<file path="src/core/rsg_params.svh">
// Constants of the serial gateway port: register map, field layout, reset values, timing.
// Assumes an APB slave with 32-bit data and a 250 MHz clock.
`ifndef RSG_PARAMS_SVH
`define RSG_PARAMS_SVH

// Register byte offsets
`define RSG_OFF_CFG        12'h000
`define RSG_OFF_GWCFG      12'h004
`define RSG_OFF_STATUS     12'h008
`define RSG_OFF_TXDATA     12'h00C
`define RSG_OFF_RXDATA     12'h010

// Configuration fields
`define RSG_CFG_MODE_BIT   0
`define RSG_CFG_PROTO_LSB  1
`define RSG_CFG_BAUD_LSB   3
`define RSG_CFG_PAR_LSB    5
`define RSG_CFG_ADDR_LSB   8
`define RSG_GW_BCAST_BIT   0
`define RSG_GW_TMO_LSB     4
`define RSG_GW_GAP_LSB     8
`define RSG_GW_EXT_LSB     12

// Reset address and address limits
`define RSG_RST_ADDR       8'h01
`define RSG_ADDR_MAX       8'hF7
`define RSG_VARIANT_ID     8'hFF

// Timing and error policy
`define RSG_CLK_HZ         250000000
`define RSG_GAP_STEP_MS    10
`define RSG_GAP_MAX_STEPS  4'hA
`define RSG_TMO_STEPS      15
`define RSG_EXT_MAX        15
`define RSG_ERR_UNMAPPED   1'b1

`endif

</file>
<file path="src/core/rsg_pkg.sv">
// Types of the serial gateway port.
// Assumes rsg_params.svh is on the include path.
package rsg_pkg;
	typedef enum logic [1:0] {RSG_SLAVE = 2'h0, RSG_GATEWAY = 2'h1} rsg_mode_e;
	typedef enum logic [1:0] {
		RSG_RTU = 2'h0, RSG_VARIANT = 2'h1, RSG_ASCII8 = 2'h2, RSG_ASCII7 = 2'h3
	} rsg_proto_e;
	typedef enum logic [1:0] {
		RSG_B9600 = 2'h0, RSG_B19200 = 2'h1, RSG_B38400 = 2'h2
	} rsg_baud_e;
	typedef enum logic [1:0] {RSG_PEVEN = 2'h0, RSG_PODD = 2'h1, RSG_PNONE = 2'h2} rsg_par_e;
	typedef enum logic [2:0] {
		RSG_IDLE  = 3'h0,
		RSG_SEND  = 3'h1,
		RSG_WAIT  = 3'h3,
		RSG_GAP   = 3'h2,
		RSG_EXCPT = 3'h7
	} rsg_gw_e;
endpackage

</file>
<file path="src/core/rsg_port.sv">
// Serial gateway port: APB registers, UART, framing timers, slave filter, gateway sequencer.
// Assumes APB master on clk; the line transceiver enable is driven here on tx_en.
`timescale 1ns/10ps
`include "rsg_params.svh"
module rsg_port import rsg_pkg::*; #(
	parameter int CLK_HZ       = `RSG_CLK_HZ,
	parameter int MS_CYCLES    = CLK_HZ / 1000,
	parameter int TENTH_CYCLES = CLK_HZ / 10
) (
	// Clock and reset
	input  wire logic        clk,
	input  wire logic        rstn,
	// APB slave
	input  wire logic        psel,
	input  wire logic        penable,
	input  wire logic        pwrite,
	input  wire logic [11:0] paddr,
	input  wire logic [31:0] pwdata,
	output logic [31:0]      prdata,
	output logic             pready,
	output logic             pslverr,
	// Serial line
	input  wire logic        rxd,
	output logic             txd,
	output logic             tx_en,
	// Frame events
	output logic             frame_start,
	output logic             frame_end
);
	// Configuration
	logic             mode_gw;
	rsg_proto_e       proto;
	rsg_baud_e        baud;
	rsg_par_e         par;
	logic [7:0]       serial_port_unit_identifier;
	logic             bcast_en;
	logic [3:0]       tmo_sel;
	logic [3:0]       gap_sel;
	logic [3:0]       ext_sel;
	// UART state
	logic [15:0]      bit_cycles;
	logic [3:0]       char_bits;
	logic [15:0]      tx_cnt;
	logic [3:0]       tx_idx;
	logic [11:0]      tx_shift;
	logic             tx_busy;
	logic [15:0]      rx_cnt;
	logic [3:0]       rx_idx;
	logic [10:0]      rx_shift;
	logic             rx_busy;
	logic             rx_done;
	logic [7:0]       rx_byte;
	logic             rx_perr;
	// Framing
	logic [23:0]      idle_cnt;
	logic             in_frame;
	logic             first_char;
	logic             drop_frame;
	logic             addr_drop;
	logic [23:0]      rx_chars;
	logic             rx_push;
	logic             buf_ready;
	logic             buf_valid;
	logic [7:0]       buf_data;
	logic             buf_pop;
	// Gateway
	rsg_gw_e          gw_state;
	logic [31:0]      gw_timer;
	logic             tx_req;
	logic [7:0]       tx_byte;
	logic             excpt;
	logic             wr_en;
	logic             rd_en;
	logic             apb_hit;
	logic [31:0]      next_prdata;

	// Cycles per bit for a baud selection
	function automatic logic [15:0] baud_div(input rsg_baud_e b);
		unique case (b)
			RSG_B9600:  baud_div = 16'(CLK_HZ / 9600);
			RSG_B38400: baud_div = 16'(CLK_HZ / 38400);
			default:    baud_div = 16'(CLK_HZ / 19200);
		endcase
	endfunction

	// Parity of a data word with the configured sense
	function automatic logic par_bit(input logic [7:0] d, input logic seven, input rsg_par_e p);
		logic x;
		x = seven ? ^d[6:0] : ^d;
		par_bit = (p == RSG_PODD) ? ~x : x;
	endfunction

	assign bit_cycles = baud_div(baud);
	assign char_bits  = 4'd2 + ((proto == RSG_ASCII7) ? 4'd7 : 4'd8)
	                    + ((par == RSG_PNONE) ? 4'd0 : 4'd1);

	// APB access strobes
	assign apb_hit = psel && penable;
	assign wr_en   = apb_hit && pwrite;
	assign rd_en   = apb_hit && !pwrite;

	always_ff @(posedge clk or negedge rstn) begin
		if (!rstn) begin
			mode_gw                     <= 1'b0;
			proto                       <= RSG_RTU;
			baud                        <= RSG_B19200;
			par                         <= RSG_PEVEN;
			serial_port_unit_identifier <= `RSG_RST_ADDR;
		end else if (wr_en && paddr == `RSG_OFF_CFG) begin
			// Mode select; gateway never runs with ASCII
			if (!(pwdata[`RSG_CFG_MODE_BIT] && pwdata[`RSG_CFG_PROTO_LSB+1])) begin
				mode_gw <= pwdata[`RSG_CFG_MODE_BIT];
				proto   <= rsg_proto_e'(pwdata[`RSG_CFG_PROTO_LSB+:2]);
			end
			if (pwdata[`RSG_CFG_BAUD_LSB+:2] != 2'h3)
				baud <= rsg_baud_e'(pwdata[`RSG_CFG_BAUD_LSB+:2]);
			if (pwdata[`RSG_CFG_PAR_LSB+:2] != 2'h3)
				par <= rsg_par_e'(pwdata[`RSG_CFG_PAR_LSB+:2]);
			if ((pwdata[`RSG_CFG_ADDR_LSB+:8] != 8'h00
			     && pwdata[`RSG_CFG_ADDR_LSB+:8] <= `RSG_ADDR_MAX)
			    || pwdata[`RSG_CFG_ADDR_LSB+:8] == `RSG_VARIANT_ID)
				serial_port_unit_identifier <= pwdata[`RSG_CFG_ADDR_LSB+:8];
		end
	end

	// Gateway advanced settings
	always_ff @(posedge clk or negedge rstn) begin
		if (!rstn) begin
			bcast_en <= 1'b0;
			tmo_sel  <= 4'h0;
			gap_sel  <= 4'h0;
			ext_sel  <= 4'h0;
		end else if (wr_en && paddr == `RSG_OFF_GWCFG) begin
			bcast_en <= pwdata[`RSG_GW_BCAST_BIT];
			if (pwdata[`RSG_GW_TMO_LSB+:4] != 4'hF)
				tmo_sel <= pwdata[`RSG_GW_TMO_LSB+:4];
			if (pwdata[`RSG_GW_GAP_LSB+:4] <= `RSG_GAP_MAX_STEPS)
				gap_sel <= pwdata[`RSG_GW_GAP_LSB+:4];
			ext_sel <= pwdata[`RSG_GW_EXT_LSB+:4];
		end
	end

	// Read mux, zero-wait answer
	always_comb begin
		next_prdata = 32'h0000_0000;
		unique case (paddr)
			`RSG_OFF_CFG:    next_prdata = {16'h0000, serial_port_unit_identifier, 1'b0,
			                                 par, baud, proto, mode_gw};
			`RSG_OFF_GWCFG:  next_prdata = {16'h0000, ext_sel, gap_sel, tmo_sel, 3'h0, bcast_en};
			`RSG_OFF_STATUS: next_prdata = {24'h000000, !buf_ready, gw_state, excpt, rx_perr,
			                                 tx_busy, buf_valid};
			`RSG_OFF_RXDATA: next_prdata = {24'h000000, buf_data};
			default:         next_prdata = 32'h0000_0000;
		endcase
	end

	// APB answer flops; unmapped address flags an error
	always_ff @(posedge clk or negedge rstn) begin
		if (!rstn) begin
			prdata  <= 32'h0000_0000;
			pready  <= 1'b0;
			pslverr <= 1'b0;
		end else begin
			pready  <= psel && !penable;
			prdata  <= next_prdata;
			pslverr <= psel && !penable && paddr != `RSG_OFF_CFG && paddr != `RSG_OFF_GWCFG
			           && paddr != `RSG_OFF_STATUS && paddr != `RSG_OFF_TXDATA
			           && paddr != `RSG_OFF_RXDATA && `RSG_ERR_UNMAPPED;
		end
	end

	// Read of the data register drains the buffer
	assign buf_pop = rd_en && pready && paddr == `RSG_OFF_RXDATA;

	// Software words; gateway drops a broadcast request in idle unless enabled
	always_comb begin
		tx_byte = pwdata[7:0];
		tx_req  = wr_en && pready && paddr == `RSG_OFF_TXDATA;
		if (mode_gw && gw_state == RSG_IDLE && tx_byte == 8'h00 && !bcast_en)
			tx_req = 1'b0;
	end

	// Transmitter, 7 or 8 data bits, parity dropped when none
	always_ff @(posedge clk or negedge rstn) begin
		if (!rstn) begin
			tx_busy  <= 1'b0;
			tx_cnt   <= 16'h0000;
			tx_idx   <= 4'h0;
			tx_shift <= 12'hFFF;
			txd      <= 1'b1;
			tx_en    <= 1'b0;
		end else if (!tx_busy) begin
			txd   <= 1'b1;
			tx_en <= 1'b0;
			if (tx_req && (gw_state != RSG_GAP)) begin
				tx_busy  <= 1'b1;
				tx_cnt   <= 16'h0000;
				tx_idx   <= 4'h0;
				tx_en    <= 1'b1;
				if (proto == RSG_ASCII7)
					tx_shift <= {3'b111, (par != RSG_PNONE) ? par_bit(tx_byte, 1'b1, par)
					             : 1'b1, tx_byte[6:0], 1'b0};
				else
					tx_shift <= {2'b11, (par != RSG_PNONE) ? par_bit(tx_byte, 1'b0, par)
					             : 1'b1, tx_byte, 1'b0};
			end
		end else begin
			txd <= tx_shift[0];
			if (tx_cnt == bit_cycles - 16'h1) begin
				tx_cnt   <= 16'h0000;
				tx_shift <= {1'b1, tx_shift[11:1]};
				tx_idx   <= tx_idx + 4'h1;
				if (tx_idx == char_bits - 4'h1)
					tx_busy <= 1'b0;
			end else begin
				tx_cnt <= tx_cnt + 16'h1;
			end
		end
	end

	// Receiver, samples mid-bit
	always_ff @(posedge clk or negedge rstn) begin
		if (!rstn) begin
			rx_busy  <= 1'b0;
			rx_cnt   <= 16'h0000;
			rx_idx   <= 4'h0;
			rx_shift <= 11'h000;
			rx_done  <= 1'b0;
		end else begin
			rx_done <= 1'b0;
			if (!rx_busy) begin
				if (!rxd) begin
					rx_busy <= 1'b1;
					rx_cnt  <= {1'b0, bit_cycles[15:1]};
					rx_idx  <= 4'h0;
				end
			end else if (rx_cnt == bit_cycles - 16'h1) begin
				rx_cnt   <= 16'h0000;
				rx_shift <= {rxd, rx_shift[10:1]};
				rx_idx   <= rx_idx + 4'h1;
				if (rx_idx == char_bits - 4'h1) begin
					rx_busy <= 1'b0;
					rx_done <= 1'b1;
				end
			end else begin
				rx_cnt <= rx_cnt + 16'h1;
			end
		end
	end

	// Align received bits by format; stop bit is top
	always_comb begin
		rx_byte = (proto == RSG_ASCII7) ? {1'b0, rx_shift[11-char_bits+1 +: 7]}
		                                : rx_shift[11-char_bits+1 +: 8];
		rx_perr = (par != RSG_PNONE) && (rx_shift[9] != par_bit(rx_byte, proto == RSG_ASCII7, par));
	end

	// Silence counter in cycles, extended by whole characters
	always_ff @(posedge clk or negedge rstn) begin
		if (!rstn) begin
			idle_cnt  <= 24'h000000;
			in_frame  <= 1'b0;
			frame_end <= 1'b0;
		end else begin
			frame_end <= 1'b0;
			if (rx_busy || rx_done) begin
				idle_cnt <= 24'h000000;
				in_frame <= 1'b1;
			end else if (in_frame) begin
				idle_cnt <= idle_cnt + 24'h1;
				if (idle_cnt >= 24'(rx_chars) * (24'd7 + 24'(ext_sel) * 24'd2) / 24'd2) begin
					in_frame  <= 1'b0;
					frame_end <= 1'b1;
				end
			end
		end
	end

	// Cycles per character
	assign rx_chars = 24'(bit_cycles) * 24'(char_bits);

	// First character of a new frame
	always_ff @(posedge clk or negedge rstn) begin
		if (!rstn) begin
			first_char  <= 1'b1;
			frame_start <= 1'b0;
			drop_frame  <= 1'b0;
		end else begin
			frame_start <= 1'b0;
			if (frame_end)
				first_char <= 1'b1;
			else if (rx_done) begin
				first_char <= 1'b0;
				if (first_char) begin
					frame_start <= 1'b1;
					drop_frame <= addr_drop;
				end
			end
		end
	end

	// Slave address filter; gateway broadcast gate
	assign addr_drop = mode_gw ? (rx_byte == 8'h00 && !bcast_en)
	                           : (rx_byte != serial_port_unit_identifier && rx_byte != 8'h00);
	// Accepted characters enter the buffer; a full one drops them, status shows it
	assign rx_push = rx_done && !rx_perr && !(first_char ? addr_drop : drop_frame);

	rsg_buf2 #(
		.WIDTH(8)
	) u_buf (
		.clk      (clk),
		.rstn     (rstn),
		.in_valid (rx_push),
		.in_ready (buf_ready),
		.in_data  (rx_byte),
		.out_valid(buf_valid),
		.out_ready(buf_pop),
		.out_data (buf_data)
	);

	// Gateway sequencer: gap, send, wait, exception
	always_ff @(posedge clk or negedge rstn) begin
		if (!rstn) begin
			gw_state <= RSG_IDLE;
			gw_timer <= 32'h0;
			excpt    <= 1'b0;
		end else begin
			// Status read clears; a timeout in the same cycle still sets
			if (rd_en && pready && paddr == `RSG_OFF_STATUS)
				excpt <= 1'b0;
			unique case (gw_state)
				RSG_IDLE: if (mode_gw && tx_busy) gw_state <= RSG_SEND;
				RSG_SEND: if (!tx_busy) begin
					gw_state <= RSG_WAIT;
					gw_timer <= 32'h0;
				end
				RSG_WAIT: begin
					gw_timer <= gw_timer + 32'h1;
					if (frame_end) begin
						gw_state <= RSG_GAP;
						gw_timer <= 32'h0;
					end else if (gw_timer >= 32'(TENTH_CYCLES) * (tmo_sel < 4'h5 ?
					             32'(tmo_sel) + 32'h1 : (32'(tmo_sel) - 32'h4) * 32'd10)) begin
						gw_state <= RSG_EXCPT;
						excpt    <= 1'b1;
					end
				end
				RSG_EXCPT: gw_state <= RSG_IDLE;
				RSG_GAP: begin
					gw_timer <= gw_timer + 32'h1;
					if (gw_timer >= 32'(MS_CYCLES) * 32'(`RSG_GAP_STEP_MS) * 32'(gap_sel))
						gw_state <= RSG_IDLE;
				end
				default: gw_state <= RSG_IDLE;
			endcase
		end
	end
endmodule

</file>
<file path="src/core/rsg_buf2.sv">
// Two-entry valid/ready buffer for received words.
// Assumes one clock; source and sink follow valid/ready handshake.
`timescale 1ns/10ps
module rsg_buf2 #(
	parameter int WIDTH = 8
) (
	// Clock and reset
	input  wire logic             clk,
	input  wire logic             rstn,
	// Fill side
	input  wire logic             in_valid,
	output logic                  in_ready,
	input  wire logic [WIDTH-1:0] in_data,
	// Drain side
	output logic                  out_valid,
	input  wire logic             out_ready,
	output logic [WIDTH-1:0]      out_data
);
	logic [WIDTH-1:0] mem [2];
	logic             wr_ptr;
	logic             rd_ptr;
	logic [1:0]       count;
	logic             push;
	logic             pop;

	// Handshake terms
	assign push      = in_valid && in_ready;
	assign pop       = out_valid && out_ready;
	assign in_ready  = (count != 2'h2);
	assign out_valid = (count != 2'h0);
	assign out_data  = mem[rd_ptr];

	// Storage
	always_ff @(posedge clk or negedge rstn) begin
		if (!rstn) begin
			mem[0] <= '0;
			mem[1] <= '0;
		end else if (push) begin
			mem[wr_ptr] <= in_data;
		end
	end

	// Pointers and fill count
	always_ff @(posedge clk or negedge rstn) begin
		if (!rstn) begin
			wr_ptr <= 1'b0;
			rd_ptr <= 1'b0;
			count  <= 2'h0;
		end else begin
			if (push)
				wr_ptr <= ~wr_ptr;
			if (pop)
				rd_ptr <= ~rd_ptr;
			if (push && !pop)
				count <= count + 2'h1;
			else if (pop && !push)
				count <= count - 2'h1;
		end
	end
endmodule

</file>
<file path="config.mk">
export PLATFORM = sky130hd
export DESIGN_NAME = rsg_port
export DESIGN_NICKNAME = d
export VERILOG_FILES = /design/src/core/rsg_pkg.sv /design/src/core/rsg_port.sv /design/src/core/rsg_buf2.sv
export VERILOG_INCLUDE_DIRS = /design/src /design/src/core
export SDC_FILE = /design/constraint.sdc
export NUM_CORES = 1
export LEC_CHECK = 0
export ABC_AREA = 0
export BUFFER_PORTS_ARGS = -buffer_cell sky130_fd_sc_hd__buf_2
export CAP_MARGIN = 10
export CORE_ASPECT_RATIO = 1.75
export CORE_MARGIN = 5
export CORE_UTILIZATION = 60
export CTS_BUF_LIST = sky130_fd_sc_hd__clkbuf_8
export DETAILED_ROUTE_END_ITERATION = 16
export PLACE_DENSITY_LB_ADDON = 0.25
export SYNTH_ARGS = -nofsm -noshare
export SYNTH_HDL_FRONTEND = slang
export SYNTH_SLANG_ARGS = --single-unit
</file>
<file path="constraint.sdc">
create_clock -name clk -period 13.1 [get_ports clk]
set_input_delay 0 -clock clk [delete_from_list [all_inputs] [get_ports clk]]
set_output_delay 0 -clock clk [all_outputs]
set_load 0.02 [all_outputs]
</file>
Word-level counts from Yosys, hierarchy flattened
Cells that the tools add are included.
Widths: inputs -> output; s select.
- output and inout port bits: 38
- register bits: 215
- word-level logic and storage cells: 264
- shift operators: 2
- muxes and demuxes: 77
- $add $sub $neg: 17
- $mul: 5
- magnitude comparators: 9
- eq/ne operators: 35
- reduce and logical (&&, ||, !) cells: 73
- bitwise gates (word level): 9
- operator list (kind ; count):
    $mux 16 ; 6
    $mux 32 ; 3
    $pmux 32 s3 ; 1
    $pmux 16 s4 ; 1
    $mux 24 ; 2
    $mux 8 ; 5
    $mux 1 ; 37
    $mux 12 ; 3
    $logic_and 1x1->1 ; 33
    $shiftx 11x33->7 ; 1
    $shiftx 11x33->8 ; 1
    $add 16x1->16 const B ; 2
    $add 32x1->32 const B ; 1
    $eq 16x16->1 ; 2
    $ge 32x26->1 ; 1
    $ge 32x32->1 ; 1
    $mul 19x32->26 const A ; 1
    $mul 32x3->31 const B ; 1
    $pmux 15 s2 ; 1
    $mux 4 ; 7
    $add 24x1->24 const B ; 1
    $eq 12x4->1 const B ; 2
    $ge 24x23->1 ; 1
    $mul 20x6->24 ; 1
    other kinds (59) ; 112

Longest topological paths before layout
- depth after elaboration: 22
- gate-level depth with buffers: 42
- gate-level depth less buffers: 41

By module
From an unflattened synthesis, not the netlist that was laid out.
- cell total of the unflattened synthesis: 2435
- area, all modules: 22147.5 sq um
- by module, submodules not included (module ; cells each ; times used ; area each (sq um) ; sequential area each (sq um)):
    rsg_port ; 2375 ; 1 ; 21177.8 ; 4446.8
    rsg_buf2 ; 60 ; 1 ; 969.7 ; 500.5

Worst setup path after synthesis
Ideal clock, no wire load.
- path type: register to register
- start: register tmo_sel[2]
- end: register excpt
- library setup time: 0.129 ns
- data arrival time: 8.246 ns
- path buffers: 0
- slack: 4.725 ns
- stages on the path, launching flop included: 33
- clock period less this slack: 8.375 ns
- cell sequence: dfrtp_1 -> inv_1 -> fa_1 -> ha_1 -> fa_1 -> a21oi_1 -> nand2b_1 -> ha_1 -> nor2_1 -> ha_1 -> fa_1 -> fa_1 -> inv_1 -> fa_1 -> fa_1 -> inv_1 -> fa_1 -> ha_1 -> o21ai_0 -> o22ai_1 -> o311ai_0 -> nand2_1 -> a21oi_1 -> xor2_1 -> ha_1 -> a21o_1 -> a21o_1 -> a21o_1 -> a21o_1 -> a21oi_1 -> o21ai_0 -> a21oi_1 -> o21ai_0
- longest elaborated chain between the ends: 8
- elaborated cells between the ends (all ways): 10
- those cells by class: add/sub (2); mul (2); order compare (2); mux (4)
- RTL lines (what ; line ; text):
    start: declaration ; rsg_port.sv:37 ; logic [3:0] tmo_sel;
    start signal: assignment ; rsg_port.sv:136 ; tmo_sel <= pwdata[`RSG_GW_TMO_LSB+:4];
    $sub 4x3->5 ; rsg_port.sv:343 ; 32'(tmo_sel) + 32'h1 : (32'(tmo_sel) - 32'h4) * 32'd10)) begin
    $mul 32x3->31 ; rsg_port.sv:343 ;
    $mux 32 * ; rsg_port.sv:342 ; end else if (gw_timer >= 32'(TENTH_CYCLES) * (tmo_sel < 4'h5 ?
    $mul 19x32->26 * ; rsg_port.sv:342 ;
    $ge 32x32->1 * ; rsg_port.sv:342 ;
    $mux 1 * ; rsg_port.sv:342 ;
    $mux 1 * ; rsg_port.sv:339 ; if (frame_end) begin
    $mux 1 * ; rsg_port.sv:331 ; unique case (gw_state)
    end signal: assignment ; rsg_port.sv:326 ; excpt <= 1'b0;
    end signal: assignment ; rsg_port.sv:330 ; excpt <= 1'b0;
    end signal: assignment ; rsg_port.sv:345 ; excpt <= 1'b1;
    end: declaration ; rsg_port.sv:71 ; logic excpt;
Every way passes the cells marked *; elsewhere a longest branch is shown, timed or not.
A chain may end at the register's enable or synchronous reset.

Worst setup path in the final report
- start: register par[0]
- end: register frame_end
- longest elaborated chain between the ends: 9
- RTL lines (what ; line ; text):
    start: declaration ; rsg_port.sv:34 ; rsg_par_e par;
    start signal: assignment ; rsg_port.sv:118 ; par <= rsg_par_e'(pwdata[`RSG_CFG_PAR_LSB+:2]);
    $eq 2x2->1 ; rsg_port.sv:95 ; + ((par == RSG_PNONE) ? 4'd0 : 4'd1);
    $mux 1 ; rsg_port.sv:95 ;
    $add 4x1->4 ; rsg_port.sv:95 ;
    $mul 15x4->19 ; rsg_port.sv:280 ; assign rx_chars = 24'(bit_cycles) * 24'(char_bits);
    $mul 20x6->24 ; rsg_port.sv:271 ; if (idle_cnt >= 24'(rx_chars) * (24'd7 + 24'(ext_sel) * 24'd2) / 24'd2) begin
    $ge 24x23->1 ; rsg_port.sv:271 ;
    $mux 1 ; rsg_port.sv:271 ;
    $mux 1 ; rsg_port.sv:269 ; end else if (in_frame) begin
    $mux 1 ; rsg_port.sv:266 ; if (rx_busy || rx_done) begin
    end signal: assignment ; rsg_port.sv:263 ; frame_end <= 1'b0;
    end signal: assignment ; rsg_port.sv:265 ; frame_end <= 1'b0;
    end signal: assignment ; rsg_port.sv:273 ; frame_end <= 1'b1;
    end: declaration ; rsg_port.sv:28 ; output logic frame_end
No other way between the ends.

==> flow_summary.yaml <==
power:
  leakage_nw: 12.3
  p_switching_uw: 593
  irDropWorstVdd_uv: 75.9
  powerDensity_nw_per_um2: 67.2
  clock_power_share: 0.266
  power.internal_mw: 1.04
  swShare: 0.362
  comb_power_share: 0.337
  power_frac_seq: 0.398
logic_synthesis:
  yosys_warnings: 0
  syn_inst: 2514
  synth_cell_types: 81
  synthArstFlopShare: 1.00
  syn-cell-area_um2: 22900
  yosys-top-cells-area: "dfrtp_1 20%, fa_1 18%, ha_1 16%"
  ys_ff_latch: 197
  synth_top_area_share: 0.200
  synth_edf_count: 0
  synth_top_cell_by_area: "dfrtp_1"
  yosysSeqAreaShare: 0.216
  ys.flop_type: "dfrtp_1"
  postSynthAreaPerCell_um2: 9.10
global_routing:
  grt_pass1_vias: 19269
  antenna_found_initial: 2
  grt_pass1_wl_um: 93400
  grt_usage: 0.277
  grt_max_degree: 80
  overflow: 0
status:
  status: "complete, no violations"
floorplan:
  rows: 94
  core_area_um2: 37600
  start_util: 0.608
  dieArea_um2: 42300
  ioPinCount: 88
  dieHeight_um: 268
  die_w_um: 158
setup_path:
  worstPathArrival_ns: 10.29
  worstSetupPathType: "reg -> reg"
  required_ns: 13.54
  cp_max_fo: 19
  critPathLaunchType: "register"
  slowest_stage: "ha_1"
  crit_path_end_kind: "register"
  slowest_delay_ns: 0.87
clock_network:
  clk_latency_ns: 0.51
  cts_buffers: 17
  cts_tree: "yes"
  cts_sinks: 197
  postCtsSetupBuffers: 0
  htreeDepth: 4
  cts_root_buffer: "clkbuf_8"
  clock_path_buffers: 2
  clkSlewWorstSetupHoldPaths_ns: 0.11
run:
  maxCapViolCount: 0
routing:
  route.detailed.wl_per_inst_um: 18.7
  via_per_inst: 5.90
  firstDrtPassIters: 7
  first_iter_violations: 817
  wl_um: 57300
  ant_nets: 0
  drc: 0
  vias: 18100
timing:
  period_needed_ns: 9.86
  rsz0062_at_grt: "false"
  slew_viol_final: 0
  finalSetupViolCount: 0
  hold_violations: 0
  worst_slack_ns: 3.24
  timing.final.crit_share: 0.752
  worst_slew_pin_slew_ns: 1.17
  clock_skew_ns: 0.0292
  fin_hold_ws_ns: 0.0883
  slew_headroom: 0.219
  tns_ns: 0
  fmax_mhz: 101
cells_and_area:
  finalNonFillerCells: 3070
  num-nets-final: 3121
  area_growth_pct: 6.43
  drive_gt1_frac: 0.0726
  fillCellCount: 3148
  finish.utilization: 0.647
placement:
  io_buffers: 55
  dp_slack_ns: 3.33
  place_congestion: 0.936
  dp_hpwl_um: 46900
  placedCellCount: 3004
min_path:
  holdCritPathClass: "in -> reg"
## critical path, delay by kind of cell (launching register included)
kind            cells  cell delay [ns]
compound gates     12             2.43
xor+xnor            1             0.14
fa+ha+maj           8             3.66
buf+inv             5             0.58
flops               1             0.49
simple gates       10             2.47
## power by group through the flow
| stage | clock network (mW) | logic, mW | registers [mW] |
|---|---|---|---|
| 2_1_floorplan | 0 | 0.406 | 0.653 |
| 3_3_place_gp | 0 | 0.520 | 0.659 |
| 3_5_place_dp | 0 | 0.541 | 0.660 |
| 4_1_cts | 0.443 | 0.554 | 0.648 |
| 5_1_grt | 0.462 | 0.627 | 0.652 |
| 6_report | 0.435 | 0.551 | 0.650 |
## layout make-up
type	count	area (um2)	share of cell area
sequential	197	4950	0.203
tap	480	601	0.0247
timing repair buffer	102	727	0.0299
inverter	395	1480	0.0609
clock buffer	18	248	0.0102
multi-input combinational	1862	16100	0.663
antenna	2	5.00	0.000206
clock inverter	14	194	0.00796
## cells in the mapped netlist (5+ instances only)
cell      instances
mux2i_1          23
mux2_4            9
a21boi_0          5
clkbuf_1         52
fa_1            202
dfstp_2          14
dfrtp_1         183
or2_2            17
nand4_1          30
o21a_1           14
buf_4            17
nand2_1         161
nor3b_1           6
o211ai_1         10
nand2b_1         40
ha_1            294
mux2_2           35
nor4_1           10
a211oi_1         15
a221o_1           5
nor2_1          188
a21o_1           44
and2_1           12
o21bai_1         11
nor3_1           41
inv_1           395
o21ai_0         144
xor2_1           79
a21oi_1         106
nand3_1          44
and4_1            8
a31oi_1          17
and3_1           34
o31ai_1           9
a22o_1           15
a41oi_1           5
o22ai_1          16
xnor2_1          71
nor2b_1          17
or3_1            22
nand3b_1          8
buf_1             5
o211a_1           5
## placed cells by master (no fill, tap or decap), types with 16 or more instances in the layout
cell type      Yosys  routed
xor2_1            79      79
nor3_1            41      41
buf_2              3      54
nor2b_1           17      17
nand2b_1          40      40
and3_1            34      34
a21oi_1          106     106
o21ai_0          144     144
nand3_1           44      44
o22ai_1           16      16
dfrtp_1          183     183
fa_1             202     202
a31oi_1           17      17
nand4_1           30      30
nor2_1           188     188
dlygate4sd3_1      0      31
conb_1             2      21
clkbuf_8           0      19
mux2i_1           23      23
a21o_1            44      44
mux2_2            35      35
or2_2             17      17
xnor2_1           71      71
nand2_1          161     161
ha_1             294     294
inv_1            395     396
or3_1             22      22
## metrics by stage
step | cell area [um2] | power [mW]
5_1_grt | 24400 | 1.74
3_3_place_gp | 23600 | 1.18
2_1_floorplan | 23000 | 1.06
3_5_place_dp | 23600 | 1.20
4_1_cts | 24300 | 1.65
6_report | 24400 | 1.64
## worst paths after layout
| kind | startpoint | endpoint | slack, ns | cells after the start |
|---|---|---|---|---|
| setup / recovery | par[0] | frame_end | 3.24 | 36 |
| hold / removal | paddr[0] | gap_sel[3] | 0.09 | 6 |
| min in group asynchronous | rstn | idle_cnt[23] | 0.44 | 3 |
| hold reg to reg | tx_shift[9] | tx_shift[9] | 0.48 | 2 |
| setup reg to reg | par[0] | frame_end | 3.24 | 36 |
| max in group asynchronous | rstn | rx_cnt[10] | 10.59 | 5 |
## kinds of logic (layout without fill, tap and decap cells)
group | count (synthesis) | in the layout | share of synthesized area
AO/OA/AOI/OAI | 468 | 468 | 0.130
XOR/XNOR | 151 | 151 | 0.0584
adder cells (fa/ha/maj) | 496 | 496 | 0.338
buffers and inverters | 474 | 529 | 0.0814
flip-flops | 197 | 197 | 0.216
multiplexers | 69 | 69 | 0.0352
other | 2 | 23 | 0.000328
AND/OR/NAND/NOR | 657 | 657 | 0.141
## timing repair
| action | in CTS | in global routing |
|---|---|---|
| endpoints found under the hold margin | 99 | 0 |
| gates resized for setup | 0 | 0 |
| setup endpoints to repair | 0 | 0 |
| hold buffers | 32 | 0 |
## sequential cells by signal, summed over array words and instances, names as in the netlist, 8 cells and up
register / flops
gw_timer: 32
idle_cnt: 24
prdata: 16
rx_cnt: 16
rx_shift: 11
serial_port_unit_identifier: 8
tx_cnt: 16
tx_shift: 10
u_buf.mem: 16
## metal layers
layer | vias up | track usage | share of wire
met5 | - | 0 | 0
met4 | 0 | 0.152 | 0.060
met3 | 180 | 0.0266 | 0.026
met2 | 433 | 0.555 | 0.58
met1 | 8949 | 0.269 | 0.33
li1 | 8538 | - | -
No activity file was read; power rests on OpenSTA's default activity.
